[config.mk]
export PLATFORM = sky130hd
export DESIGN_NAME = tmrb_register_bank
export DESIGN_NICKNAME = d
export VERILOG_FILES = /design/src/tmrb_pkg.sv /design/src/tmrb_register_bank.sv
export SDC_FILE = /design/constraint.sdc
export NUM_CORES = 1
export LEC_CHECK = 0
export ABC_AREA = 1
export BUFFER_PORTS_ARGS = -buffer_cell sky130_fd_sc_hd__buf_2
export CORE_MARGIN = 8
export CORE_UTILIZATION = 62
export DETAILED_ROUTE_END_ITERATION = 8
export GPL_TIMING_DRIVEN = 0
export PLACE_DENSITY = 0.9
export SETUP_SLACK_MARGIN = 0.1
export SYNTH_ARGS = -nofsm -noshare
export SYNTH_HDL_FRONTEND = slang
export SYNTH_SLANG_ARGS = --single-unit
[constraint.sdc]
create_clock -name clock -period 4 [get_ports clock]
set_clock_uncertainty 0.05 [all_clocks]
set_input_delay 0.6 -clock clock [delete_from_list [all_inputs] [get_ports clock]]
set_output_delay 0.6 -clock clock [all_outputs]
set_load 0.005 [all_outputs]
[src/tmrb_pkg.sv]
package tmrb_pkg;
    localparam logic [7:0] RD_LOCAL_TEMP = 8'h00;
    localparam logic [7:0] RD_REMOTE_TEMP = 8'h01;
    localparam logic [7:0] RD_STATUS = 8'h02;
    localparam logic [7:0] RD_CONFIG = 8'h03;
    localparam logic [7:0] RD_RATE = 8'h04;
    localparam logic [7:0] RD_LOCAL_HI = 8'h05;
    localparam logic [7:0] RD_LOCAL_LO = 8'h06;
    localparam logic [7:0] RD_REMOTE_HI = 8'h07;
    localparam logic [7:0] RD_REMOTE_LO = 8'h08;
    localparam logic [7:0] RD_OFFSET = 8'h11;
    localparam logic [7:0] RD_MAKER_ID = 8'hFE;
    localparam logic [7:0] RD_REVISION = 8'hFF;
    localparam logic [7:0] WR_CONFIG = 8'h09;
    localparam logic [7:0] WR_RATE = 8'h0A;
    localparam logic [7:0] WR_LOCAL_HI = 8'h0B;
    localparam logic [7:0] WR_LOCAL_LO = 8'h0C;
    localparam logic [7:0] WR_REMOTE_HI = 8'h0D;
    localparam logic [7:0] WR_REMOTE_LO = 8'h0E;
    localparam logic [7:0] WR_ONE_SHOT = 8'h0F;
    localparam logic [7:0] WR_OFFSET = 8'h11;
    localparam logic [7:0] RST_TEMP = 8'h80;
    localparam logic [7:0] RST_CONFIG = 8'h00;
    localparam logic [7:0] RST_RATE = 8'h02;
    localparam logic [7:0] RST_HI_LIMIT = 8'h7F;
    localparam logic [7:0] RST_LO_LIMIT = 8'hC9;
    localparam logic [7:0] RST_OFFSET = 8'h00;
    localparam int BIT_BUSY = 7;
    localparam int BIT_LOCAL_OVER = 6;
    localparam int BIT_LOCAL_UNDER = 5;
    localparam int BIT_REMOTE_OVER = 4;
    localparam int BIT_REMOTE_UNDER = 3;
    localparam int BIT_OPEN = 2;
    localparam int BIT_MASK = 7;
    localparam int BIT_STANDBY = 6;
    localparam logic [7:0] CONFIG_USED = 8'hC0;
    localparam logic [7:0] RATE_USED = 8'h07;
    localparam int RATE_FASTEST_MS = 125;
    localparam int CLOCK_MHZ = 100;
    localparam int FASTEST_PERIOD_CYCLES = RATE_FASTEST_MS * 1000 * CLOCK_MHZ;
    localparam int CONVERT_CYCLES = 16;
    localparam logic [7:0] MAKER_ID_VALUE = 8'h5A;
    localparam logic [7:0] REVISION_VALUE = 8'h01;

    typedef enum logic [1:0] {
        TMRB_IDLE = 2'b00,
        TMRB_CONVERT = 2'b01,
        TMRB_STANDBY = 2'b10
    } tmrb_mode_t;

    typedef struct packed {
        logic wr_valid;
        logic first_byte;
        logic [7:0] wr_data;
        logic rd_strobe;
        logic ara_strobe;
    } tmrb_bus_t;

    typedef struct packed {
        logic [7:0] local_temp;
        logic [7:0] remote_temp;
        logic open_circuit;
    } tmrb_meas_t;

    typedef struct packed {
        tmrb_mode_t mode;
        logic [7:0] pointer;
        logic [7:0] local_temp_value;
        logic [7:0] remote_temp_value;
        logic [4:0] flags;
        logic alert_latch;
        logic [7:0] device_configuration;
        logic [7:0] conversion_rate_select;
        logic [7:0] local_upper_limit;
        logic [7:0] local_lower_limit;
        logic [7:0] remote_upper_limit;
        logic [7:0] remote_lower_limit;
        logic [7:0] remote_temp_offset;
        logic one_shot;
        logic [7:0] rd_data;
        logic alert_n;
        logic busy;
        logic [31:0] period_count;
        logic [4:0] conv_count;
        logic standby_pin_n_meta;
        logic standby_pin_n_sync;
    } tmrb_state_t;
endpackage

[src/tmrb_register_bank.sv]
`timescale 1ns/1ps
`default_nettype none
module tmrb_register_bank #(
    parameter int unsigned FASTEST_PERIOD = tmrb_pkg::FASTEST_PERIOD_CYCLES
) (
    input wire logic clock,
    input wire logic rstn,
    input wire logic clk_en,
    input wire tmrb_pkg::tmrb_bus_t bus,
    input wire tmrb_pkg::tmrb_meas_t meas,
    input wire logic standby_pin_n,
    output logic [7:0] rd_data,
    output logic alert_n,
    output logic busy
);
    tmrb_pkg::tmrb_state_t s_reg;
    tmrb_pkg::tmrb_state_t s_next;

    function automatic logic over(input logic [7:0] value, input logic [7:0] limit);
        over = $signed(value) > $signed(limit);
    endfunction

    function automatic logic under(input logic [7:0] value, input logic [7:0] limit);
        under = $signed(value) < $signed(limit);
    endfunction

    logic [4:0] trip;
    logic standby;
    logic [31:0] period_len;
    logic [7:0] status_byte;

    always_comb begin
        // Comparisons use the stored values, so a frozen reading keeps its fault.
        trip[4] = over(s_reg.local_temp_value, s_reg.local_upper_limit);
        trip[3] = under(s_reg.local_temp_value, s_reg.local_lower_limit);
        trip[2] = over(s_reg.remote_temp_value, s_reg.remote_upper_limit);
        trip[1] = under(s_reg.remote_temp_value, s_reg.remote_lower_limit);
        trip[0] = meas.open_circuit;
        standby = s_reg.device_configuration[tmrb_pkg::BIT_STANDBY] | ~s_reg.standby_pin_n_sync;
        period_len = FASTEST_PERIOD << (3'd7 - s_reg.conversion_rate_select[2:0]);
        status_byte = {s_reg.busy, s_reg.flags, 2'b00};
    end

    always_comb begin
        s_next = s_reg;
        s_next.standby_pin_n_meta = standby_pin_n;
        s_next.standby_pin_n_sync = s_reg.standby_pin_n_meta;
        // Hardware setting wins over the read clear within the same cycle.
        s_next.flags = s_reg.flags | trip;
        if (bus.rd_strobe && s_reg.pointer == tmrb_pkg::RD_STATUS) begin
            s_next.flags = trip;
        end
        if (|s_reg.flags) begin
            s_next.alert_latch = 1'b1;
        end else if (bus.ara_strobe && trip == 5'b00000) begin
            s_next.alert_latch = 1'b0;
        end
        if (bus.wr_valid) begin
            if (bus.first_byte) begin
                s_next.pointer = bus.wr_data;
            end else begin
                unique case (s_reg.pointer)
                    tmrb_pkg::WR_CONFIG: begin
                        s_next.device_configuration = bus.wr_data & tmrb_pkg::CONFIG_USED;
                    end
                    tmrb_pkg::WR_RATE: begin
                        s_next.conversion_rate_select = bus.wr_data;
                    end
                    tmrb_pkg::WR_LOCAL_HI: s_next.local_upper_limit = bus.wr_data;
                    tmrb_pkg::WR_LOCAL_LO: s_next.local_lower_limit = bus.wr_data;
                    tmrb_pkg::WR_REMOTE_HI: s_next.remote_upper_limit = bus.wr_data;
                    tmrb_pkg::WR_REMOTE_LO: s_next.remote_lower_limit = bus.wr_data;
                    tmrb_pkg::WR_ONE_SHOT: s_next.one_shot = 1'b1;
                    tmrb_pkg::WR_OFFSET: s_next.remote_temp_offset = bus.wr_data;
                    default: begin
                    end
                endcase
            end
        end
        unique case (s_reg.pointer)
            tmrb_pkg::RD_LOCAL_TEMP: s_next.rd_data = s_reg.local_temp_value;
            tmrb_pkg::RD_REMOTE_TEMP: s_next.rd_data = s_reg.remote_temp_value;
            tmrb_pkg::RD_STATUS: s_next.rd_data = status_byte;
            tmrb_pkg::RD_CONFIG: s_next.rd_data = s_reg.device_configuration;
            tmrb_pkg::RD_RATE: s_next.rd_data = s_reg.conversion_rate_select;
            tmrb_pkg::RD_LOCAL_HI: s_next.rd_data = s_reg.local_upper_limit;
            tmrb_pkg::RD_LOCAL_LO: s_next.rd_data = s_reg.local_lower_limit;
            tmrb_pkg::RD_REMOTE_HI: s_next.rd_data = s_reg.remote_upper_limit;
            tmrb_pkg::RD_REMOTE_LO: s_next.rd_data = s_reg.remote_lower_limit;
            tmrb_pkg::RD_OFFSET: s_next.rd_data = s_reg.remote_temp_offset;
            tmrb_pkg::RD_MAKER_ID: s_next.rd_data = tmrb_pkg::MAKER_ID_VALUE;
            tmrb_pkg::RD_REVISION: s_next.rd_data = tmrb_pkg::REVISION_VALUE;
            default: s_next.rd_data = 8'h00;
        endcase
        unique case (s_reg.mode)
            tmrb_pkg::TMRB_IDLE: begin
                s_next.period_count = s_reg.period_count + 32'h00000001;
                if (s_reg.one_shot || (!standby && s_reg.period_count + 32'h00000001 >= period_len)) begin
                    s_next.mode = tmrb_pkg::TMRB_CONVERT;
                    s_next.one_shot = 1'b0;
                    s_next.conv_count = 5'h00;
                    s_next.period_count = 32'h00000000;
                    s_next.busy = 1'b1;
                end else if (standby) begin
                    s_next.mode = tmrb_pkg::TMRB_STANDBY;
                end
            end
            tmrb_pkg::TMRB_CONVERT: begin
                // The period runs on through the conversion, so starts are one period apart.
                s_next.period_count = s_reg.period_count + 32'h00000001;
                s_next.conv_count = s_reg.conv_count + 5'h01;
                if (s_reg.conv_count == 5'(tmrb_pkg::CONVERT_CYCLES - 1)) begin
                    s_next.local_temp_value = meas.local_temp;
                    s_next.remote_temp_value = meas.remote_temp;
                    s_next.busy = 1'b0;
                    s_next.mode = tmrb_pkg::TMRB_IDLE;
                end
            end
            tmrb_pkg::TMRB_STANDBY: begin
                // Values are not written here, so the last reading stays put.
                s_next.period_count = 32'h00000000;
                if (s_reg.one_shot) begin
                    s_next.mode = tmrb_pkg::TMRB_CONVERT;
                    s_next.one_shot = 1'b0;
                    s_next.conv_count = 5'h00;
                    s_next.busy = 1'b1;
                end else if (!standby) begin
                    s_next.mode = tmrb_pkg::TMRB_IDLE;
                end
            end
            default: s_next.mode = tmrb_pkg::TMRB_IDLE;
        endcase
        s_next.alert_n = ~(s_reg.alert_latch & ~s_reg.device_configuration[tmrb_pkg::BIT_MASK]);
    end

    always_ff @(posedge clock or negedge rstn) begin
        if (!rstn) begin
            s_reg <= '{
                mode: tmrb_pkg::TMRB_IDLE,
                pointer: 8'h00,
                local_temp_value: tmrb_pkg::RST_TEMP,
                remote_temp_value: tmrb_pkg::RST_TEMP,
                flags: 5'h00,
                alert_latch: 1'b0,
                device_configuration: tmrb_pkg::RST_CONFIG,
                conversion_rate_select: tmrb_pkg::RST_RATE,
                local_upper_limit: tmrb_pkg::RST_HI_LIMIT,
                local_lower_limit: tmrb_pkg::RST_LO_LIMIT,
                remote_upper_limit: tmrb_pkg::RST_HI_LIMIT,
                remote_lower_limit: tmrb_pkg::RST_LO_LIMIT,
                remote_temp_offset: tmrb_pkg::RST_OFFSET,
                one_shot: 1'b0,
                rd_data: 8'h00,
                alert_n: 1'b1,
                busy: 1'b0,
                period_count: 32'h00000000,
                conv_count: 5'h00,
                standby_pin_n_meta: 1'b1,
                standby_pin_n_sync: 1'b1
            };
        end else if (clk_en) begin
            s_reg <= s_next;
        end
    end

    assign rd_data = s_reg.rd_data;
    assign alert_n = s_reg.alert_n;
    assign busy = s_reg.busy;
endmodule
`default_nettype wire

[Word level (Yosys, flattened, before mapping)]
Cells that the tools add are included.
Word-level totals
  bits in registers: 132
  bits in latches: 0
  RAM bits: 0
  bits in read-only memories: 0
  output and inout bits: 10
  memories: 0
Operators by class
  add/sub/neg operators: 3
  multipliers: 0
  divide/modulo/power cells: 0
  order comparisons: 5
  equal/unequal tests: 26
  shift operators: 1
  muxes and demuxes: 21
  bitwise logic cells: 7
  reductions and logical operators: 25
Operator list (number)
  $pmux W38 S3: 1
  $pmux W8 S12: 1
  $eq A8 B4 Y1 const B: 8
  $mux W38: 1
  $reduce_and A4 Y1: 9
  $add A32 B1 Y32 const B: 1
  $eq A8 B3 Y1 const B: 4
  $ge A32 B32 Y1: 1
  $shl A24 B3 Y32 const A: 1
  $eq A8 B2 Y1 const B: 2
  $eq A8 B8 Y1 const B: 2
  $gt A8 B8 Y1: 2
  $lt A8 B8 Y1: 2
  $mux W2: 5
  $mux W5: 2
  $mux W1: 9
  $eq A8 B1 Y1 const B: 1
  $eq A8 B5 Y1 const B: 1
  $logic_not A8 Y1: 1
  $ne A2 B2 Y1 const B: 3
  $ne A3 B3 Y1 const B: 2
  $pmux W2 S3: 1
  $reduce_and A3 Y1: 2
  $add A5 B1 Y5 const B: 1
  19 further kinds: 25

[Depth between registers and ports, before layout]
  depth in word-level cells: 7
  depth in mapped cells: 25
  mapped depth without buffers: 25

[Least setup slack after synthesis]
Ideal clock, no wire load.
  path type: register -> register
  start point: register s_reg[15] in the netlist's numbering
  end point: register s_reg[25] in the netlist's numbering
  arrival: 2.957 ns
  slack: 0.852 ns
  stages on the path, launching flop included: 23
  path buffers: 1
  clock period less this slack: 3.148 ns
  cell sequence: dfrtp_1 > nand2_2 > or4_2 > nor3_1 > xor2_1 > inv_1 > ha_1 > nand2_1 > inv_1 > nand2_1 > nor2_1 > nand2_1 > nand3_1 > nand2_1 > nand2_1 > nand3_1 > nand2_1 > nand2_2 > nand2_4 > nand2_8 > nand2_8 > buf_12 > o22ai_2
On the way
  cells in the longest elaborated chain, start to end: 6
Ends and longest elaborated chain
  start, declared: line tmrb_register_bank.sv:16  | tmrb_pkg::tmrb_state_t s_reg;
  start signal, assigned: line tmrb_register_bank.sv:138  | s_reg <= '{
  start signal, assigned: line tmrb_register_bank.sv:162  | s_reg <= s_next;
  $add A32 B1 Y32 *: line tmrb_register_bank.sv:97, tmrb_register_bank.sv:98, tmrb_register_bank.sv:110
  $ge A32 B32 Y1: line tmrb_register_bank.sv:98  | if (s_reg.one_shot || (!standby && s_reg.period_count + 32'h00000001 >= period_len)) begin
  $logic_and A1 B1 Y1: line tmrb_register_bank.sv:98
  $logic_or A1 B1 Y1: line tmrb_register_bank.sv:98
  $mux W38: line tmrb_register_bank.sv:98
  $pmux W38 S3 *: line tmrb_register_bank.sv:95  | unique case (s_reg.mode)
Mark *: on every way between the ends. The rest lies on a longest branch, timed or not. The select of a mux whose other input is x is not followed.
A chain may end at the register's enable or synchronous reset.

[Worst setup path in the final report]
  start point: register s_reg[7] in the netlist's numbering
  end point: register s_reg[23] in the netlist's numbering
Same word-level chain as after synthesis.

==> summary.md <==
| Metric | Value |
|---|---|
| CTS tree | done |
| WP data arrival | 3.89 ns |
| Combinational power share | 20.1% |
| PnR Total Power | 0.003923 W |
| Drt drc | 0 |
| Sw power | 0.001203 W |
| Htree depth | 4 |
| Rel. slew slack | 35.28% |
| Syn avg cell area | 7.952 sq um |
| Worst Reg-to-Reg Cells | 25 |
| FF+latch count, synth | 132 |
| Vias in the first global route | 7623 |
| IO Count | 43 |
| Die W | 133.1 um |
| Internal power | 0.002720 W |
| Mapped Cells | 1070 |
| WL final | 22.46 mm |
| Crit. End Element | flip-flop |
| Seq. cell area | 3338 sq um |
| Largest net degree at the start of global routing | 86 |
| Cell Pwr Density | 408.7 nW/um^2 |
| Crit path max-delay family | simple AND/OR/NAND/NOR gates |
| Number of buffers and inverters on the critical path | 5 |
| FF-to-FF End | s_reg[23]$_DFFE_PN0P_ |
| Placer Congestion | 0.9695 |
| DR vias/cell | 5.838 |
| Root Driver | clkbuf_16 |
| Pre-antenna DRT Iters | 7 |
| LEAKAGE | 5.056 nW |
| FFs w/ async S/R, synth | 100.0% |
| Peak supply drop | 0.3141 mV |
| Ys flop type | dfrtp_1 |
| Worst-Skew Late Latency | 0.44 ns |
| Chip Height | 133.1 um |
| Antenna violations before repair | 0 |
| Synthesized area | 8508 sq um |
| Antenna Violating Nets Remaining | 0 |
| Drt initial violations | 748 |
| Max_cap viols | 0 |
| Setup_tns | 0 ns |
| Final hold violations | 0 |
| Max-slew violations | 0 |
| Worst setup path class | flip-flop to flip-flop |
| Fraction of layout instances using a drive strength above 1 | 15.26% |
| Hold WC Path Type | input port to asynchronous set/reset pin |
| WL/cell | 16.93 um |
| Startpoint types | flip-flop |
| Total GRT Usage | 25.98% |
| Sequential power share | 39.1% |
| Total inserted antenna cells | 0 |
| Synth unique cells | 49 |
| Post-synth EDFFs | 0 |
| RSZ-0062 raised after global routing | false |
| Dpl hpwl | 16.28 mm |
| Grt total ovfl | 0 |
| Starting Density | 62.26% |
| Slowest CP cell | dfrtp_1 |
| Area leader, netlist | dfrtp_1 |
| Post-Syn Nets | 1166 |
| Area added between synthesis and finish | 12.81% |
| Fmax | 273.8 MHz |
| DIE AREA | 17730 sq um |
| Worst-margin pin slew | 0.9629 ns |
| Row cnt | 43 |
| Outcome | complete, no violations |
| Slowest stage delay, CP | 0.40 ns |
| Register-to-register setup slack | 0.35 ns |
| Via count | 7747 |
| Fill cells | 1023 |
| FF-to-FF Start | s_reg[7]$_DFFE_PN0P_ |
| Port bufs | 42 |
| Hold Buf Count CTS | 0 |
| CP Data Required Time | 4.23 ns |
| Post-route minimum period | 3.652 ns |
| Area of the multi-input gates | 4239 sq um |
| Max clock buf depth | 2 |
| Crit share post-route | 91.31% |
| Synth top area share | 30.59% |
| Clock sinks | 132 |
| Max reg flops | 121 |
| Yosys warning count | 0 |
| Fin nets | 1230 |
| Sw Share | 30.66% |
| Core Box Area | 13670 sq um |
| CP max FO | 10 |
| Largest cells by area after synthesis | dfrtp_1 31%, ha_1 9.3%, inv_1 8.9% |
| First-pass GRT wire length | 36.68 mm |
| Final setup viols | 0 |
| Number of CTS-inserted buffers | 17 |
| Clk slew on worst S/H paths | 0.05 ns |
| Share of power burned in the clock network | 40.8% |
| Sequential area share after synthesis | 39.24% |
kinds of logic after synthesis:
family	share of synthesized area, %
multiplexers	1.324
adder cells (fa/ha/maj)	9.265
AND/OR/NAND/NOR	21.44
flip-flops	39.24
XOR/XNOR	2.265
AO/OA/AOI/OAI	15.41
buffers and inverters	11.06
metrics by stage:
stage | std cells | instance area [sq um] | worst slack (ns) | utilization, % | hold slack (ns)
2_1_floorplan | 1070 | 8508 | 0.8516 | - | 0.2544
3_3_place_gp | 1292 | 8944 | 0.3383 | 65.45 | 0.3700
3_5_place_dp | 1293 | 8977 | 0.2480 | 65.69 | 0.3796
4_1_cts | 1325 | 9573 | 0.2158 | 70.05 | 0.07627
5_1_grt | 1327 | 9598 | 0.09729 | 70.23 | 0.08850
6_report | 1327 | 9598 | 0.3477 | 70.23 | 0.05805
area by class of cell:
type	instances	area share (%)
Clock inverter	10	1.369
Buffer	26	1.669
Sequential cell	132	34.78
Inverter	208	8.135
Tap cell	180	2.346
Clock buffer	22	4.836
Timing Repair Buffer	45	2.698
Multi-Input combinational cell	704	44.17
synthesized netlist by cell type (all sizes together) (3+ instances only):
library cell / n
a21oi: 79
a221oi: 13
a31oi: 5
buf: 11
clkbuf: 15
dfrtp: 104
dfstp: 28
ha: 63
inv: 206
mux2: 10
nand2: 197
nand3: 41
nand3b: 3
nand4: 21
nor2: 120
nor3: 11
nor4: 6
o21ai: 68
o22ai: 29
xor2: 20
power groups by stage:
stage	Sequential, W	Combinational (W)	Clock (W)
floorplan	0.00152	0.000563	0
global placement	0.00154	0.000735	0
detailed placement	0.00155	0.000770	0
CTS	0.00153	0.000784	0.00161
global route	0.00154	0.000871	0.00166
finish	0.00153	0.000790	0.00160
worst reg2reg max path: cells and delay by family (launching register included):
kind / cells / cell delay, ns
DFF: 1 / 0.40
AOI/OAI and AO/OA: 3 / 0.35
adders and majority gates: 2 / 0.47
buffers and inverters: 5 / 0.49
and+or+nand+nor: 15 / 1.71
layer usage:
metal | GRT usage [%] | share of wire, % | vias up
met1 | 29.89 | 38 | 3643
met5 | 0 | 0 | -
met2 | 44.23 | 50 | 391
met3 | 6.137 | 7.9 | 104
li1 | - | - | 3609
met4 | 13.60 | 4.3 | 0
layout by cell type (no fill, tap or decap), types with 5 or more instances in the layout:
| cell type | Yosys | layout |
|---|---|---|
| nor4_1 | 5 | 5 |
| nand2_1 | 186 | 186 |
| dfstp_2 | 28 | 28 |
| nor2_1 | 110 | 110 |
| o22ai_1 | 11 | 11 |
| buf_4 | 8 | 10 |
| ha_1 | 63 | 63 |
| dfrtp_1 | 104 | 104 |
| inv_1 | 202 | 202 |
| nand4_1 | 21 | 21 |
| nand3_1 | 39 | 38 |
| a221oi_1 | 13 | 13 |
| buf_2 | 0 | 41 |
| mux2_2 | 10 | 10 |
| xor2_1 | 20 | 20 |
| a31oi_1 | 5 | 5 |
| clkbuf_16 | 0 | 17 |
| nand2_2 | 5 | 5 |
| a21oi_1 | 78 | 78 |
| o22ai_2 | 18 | 18 |
| clkinv_2 | 0 | 5 |
| o21ai_0 | 64 | 64 |
| nor3_1 | 11 | 11 |
| clkbuf_1 | 15 | 18 |
timing repair:
| item | 4_1_cts | 5_1_grt |
|---|---|---|
| buffers inserted | 0 | 2 |
| endpoints found under the setup margin | 0 | 37 |
| resized for setup | 0 | 2 |
how the worst max path moves through the flow:
stage                                 end             startpoint  depth (start not counted)  slack, ns
floorplan           s_reg[25]$_DFFE_PN0P_  s_reg[15]$_DFFE_PN0P_                         22       0.85
CTS                 s_reg[19]$_DFFE_PN0P_   s_reg[7]$_DFFE_PN0P_                         24       0.22
finish              s_reg[23]$_DFFE_PN0P_   s_reg[7]$_DFFE_PN0P_                         25       0.35
detailed placement  s_reg[16]$_DFFE_PN0P_   s_reg[7]$_DFFE_PN0P_                         25       0.25
global route        s_reg[19]$_DFFE_PN0P_   s_reg[7]$_DFFE_PN0P_                         24        0.1
global placement    s_reg[16]$_DFFE_PN0P_   s_reg[7]$_DFFE_PN0P_                         25       0.34
No activity file was read; power rests on OpenSTA's default activity.
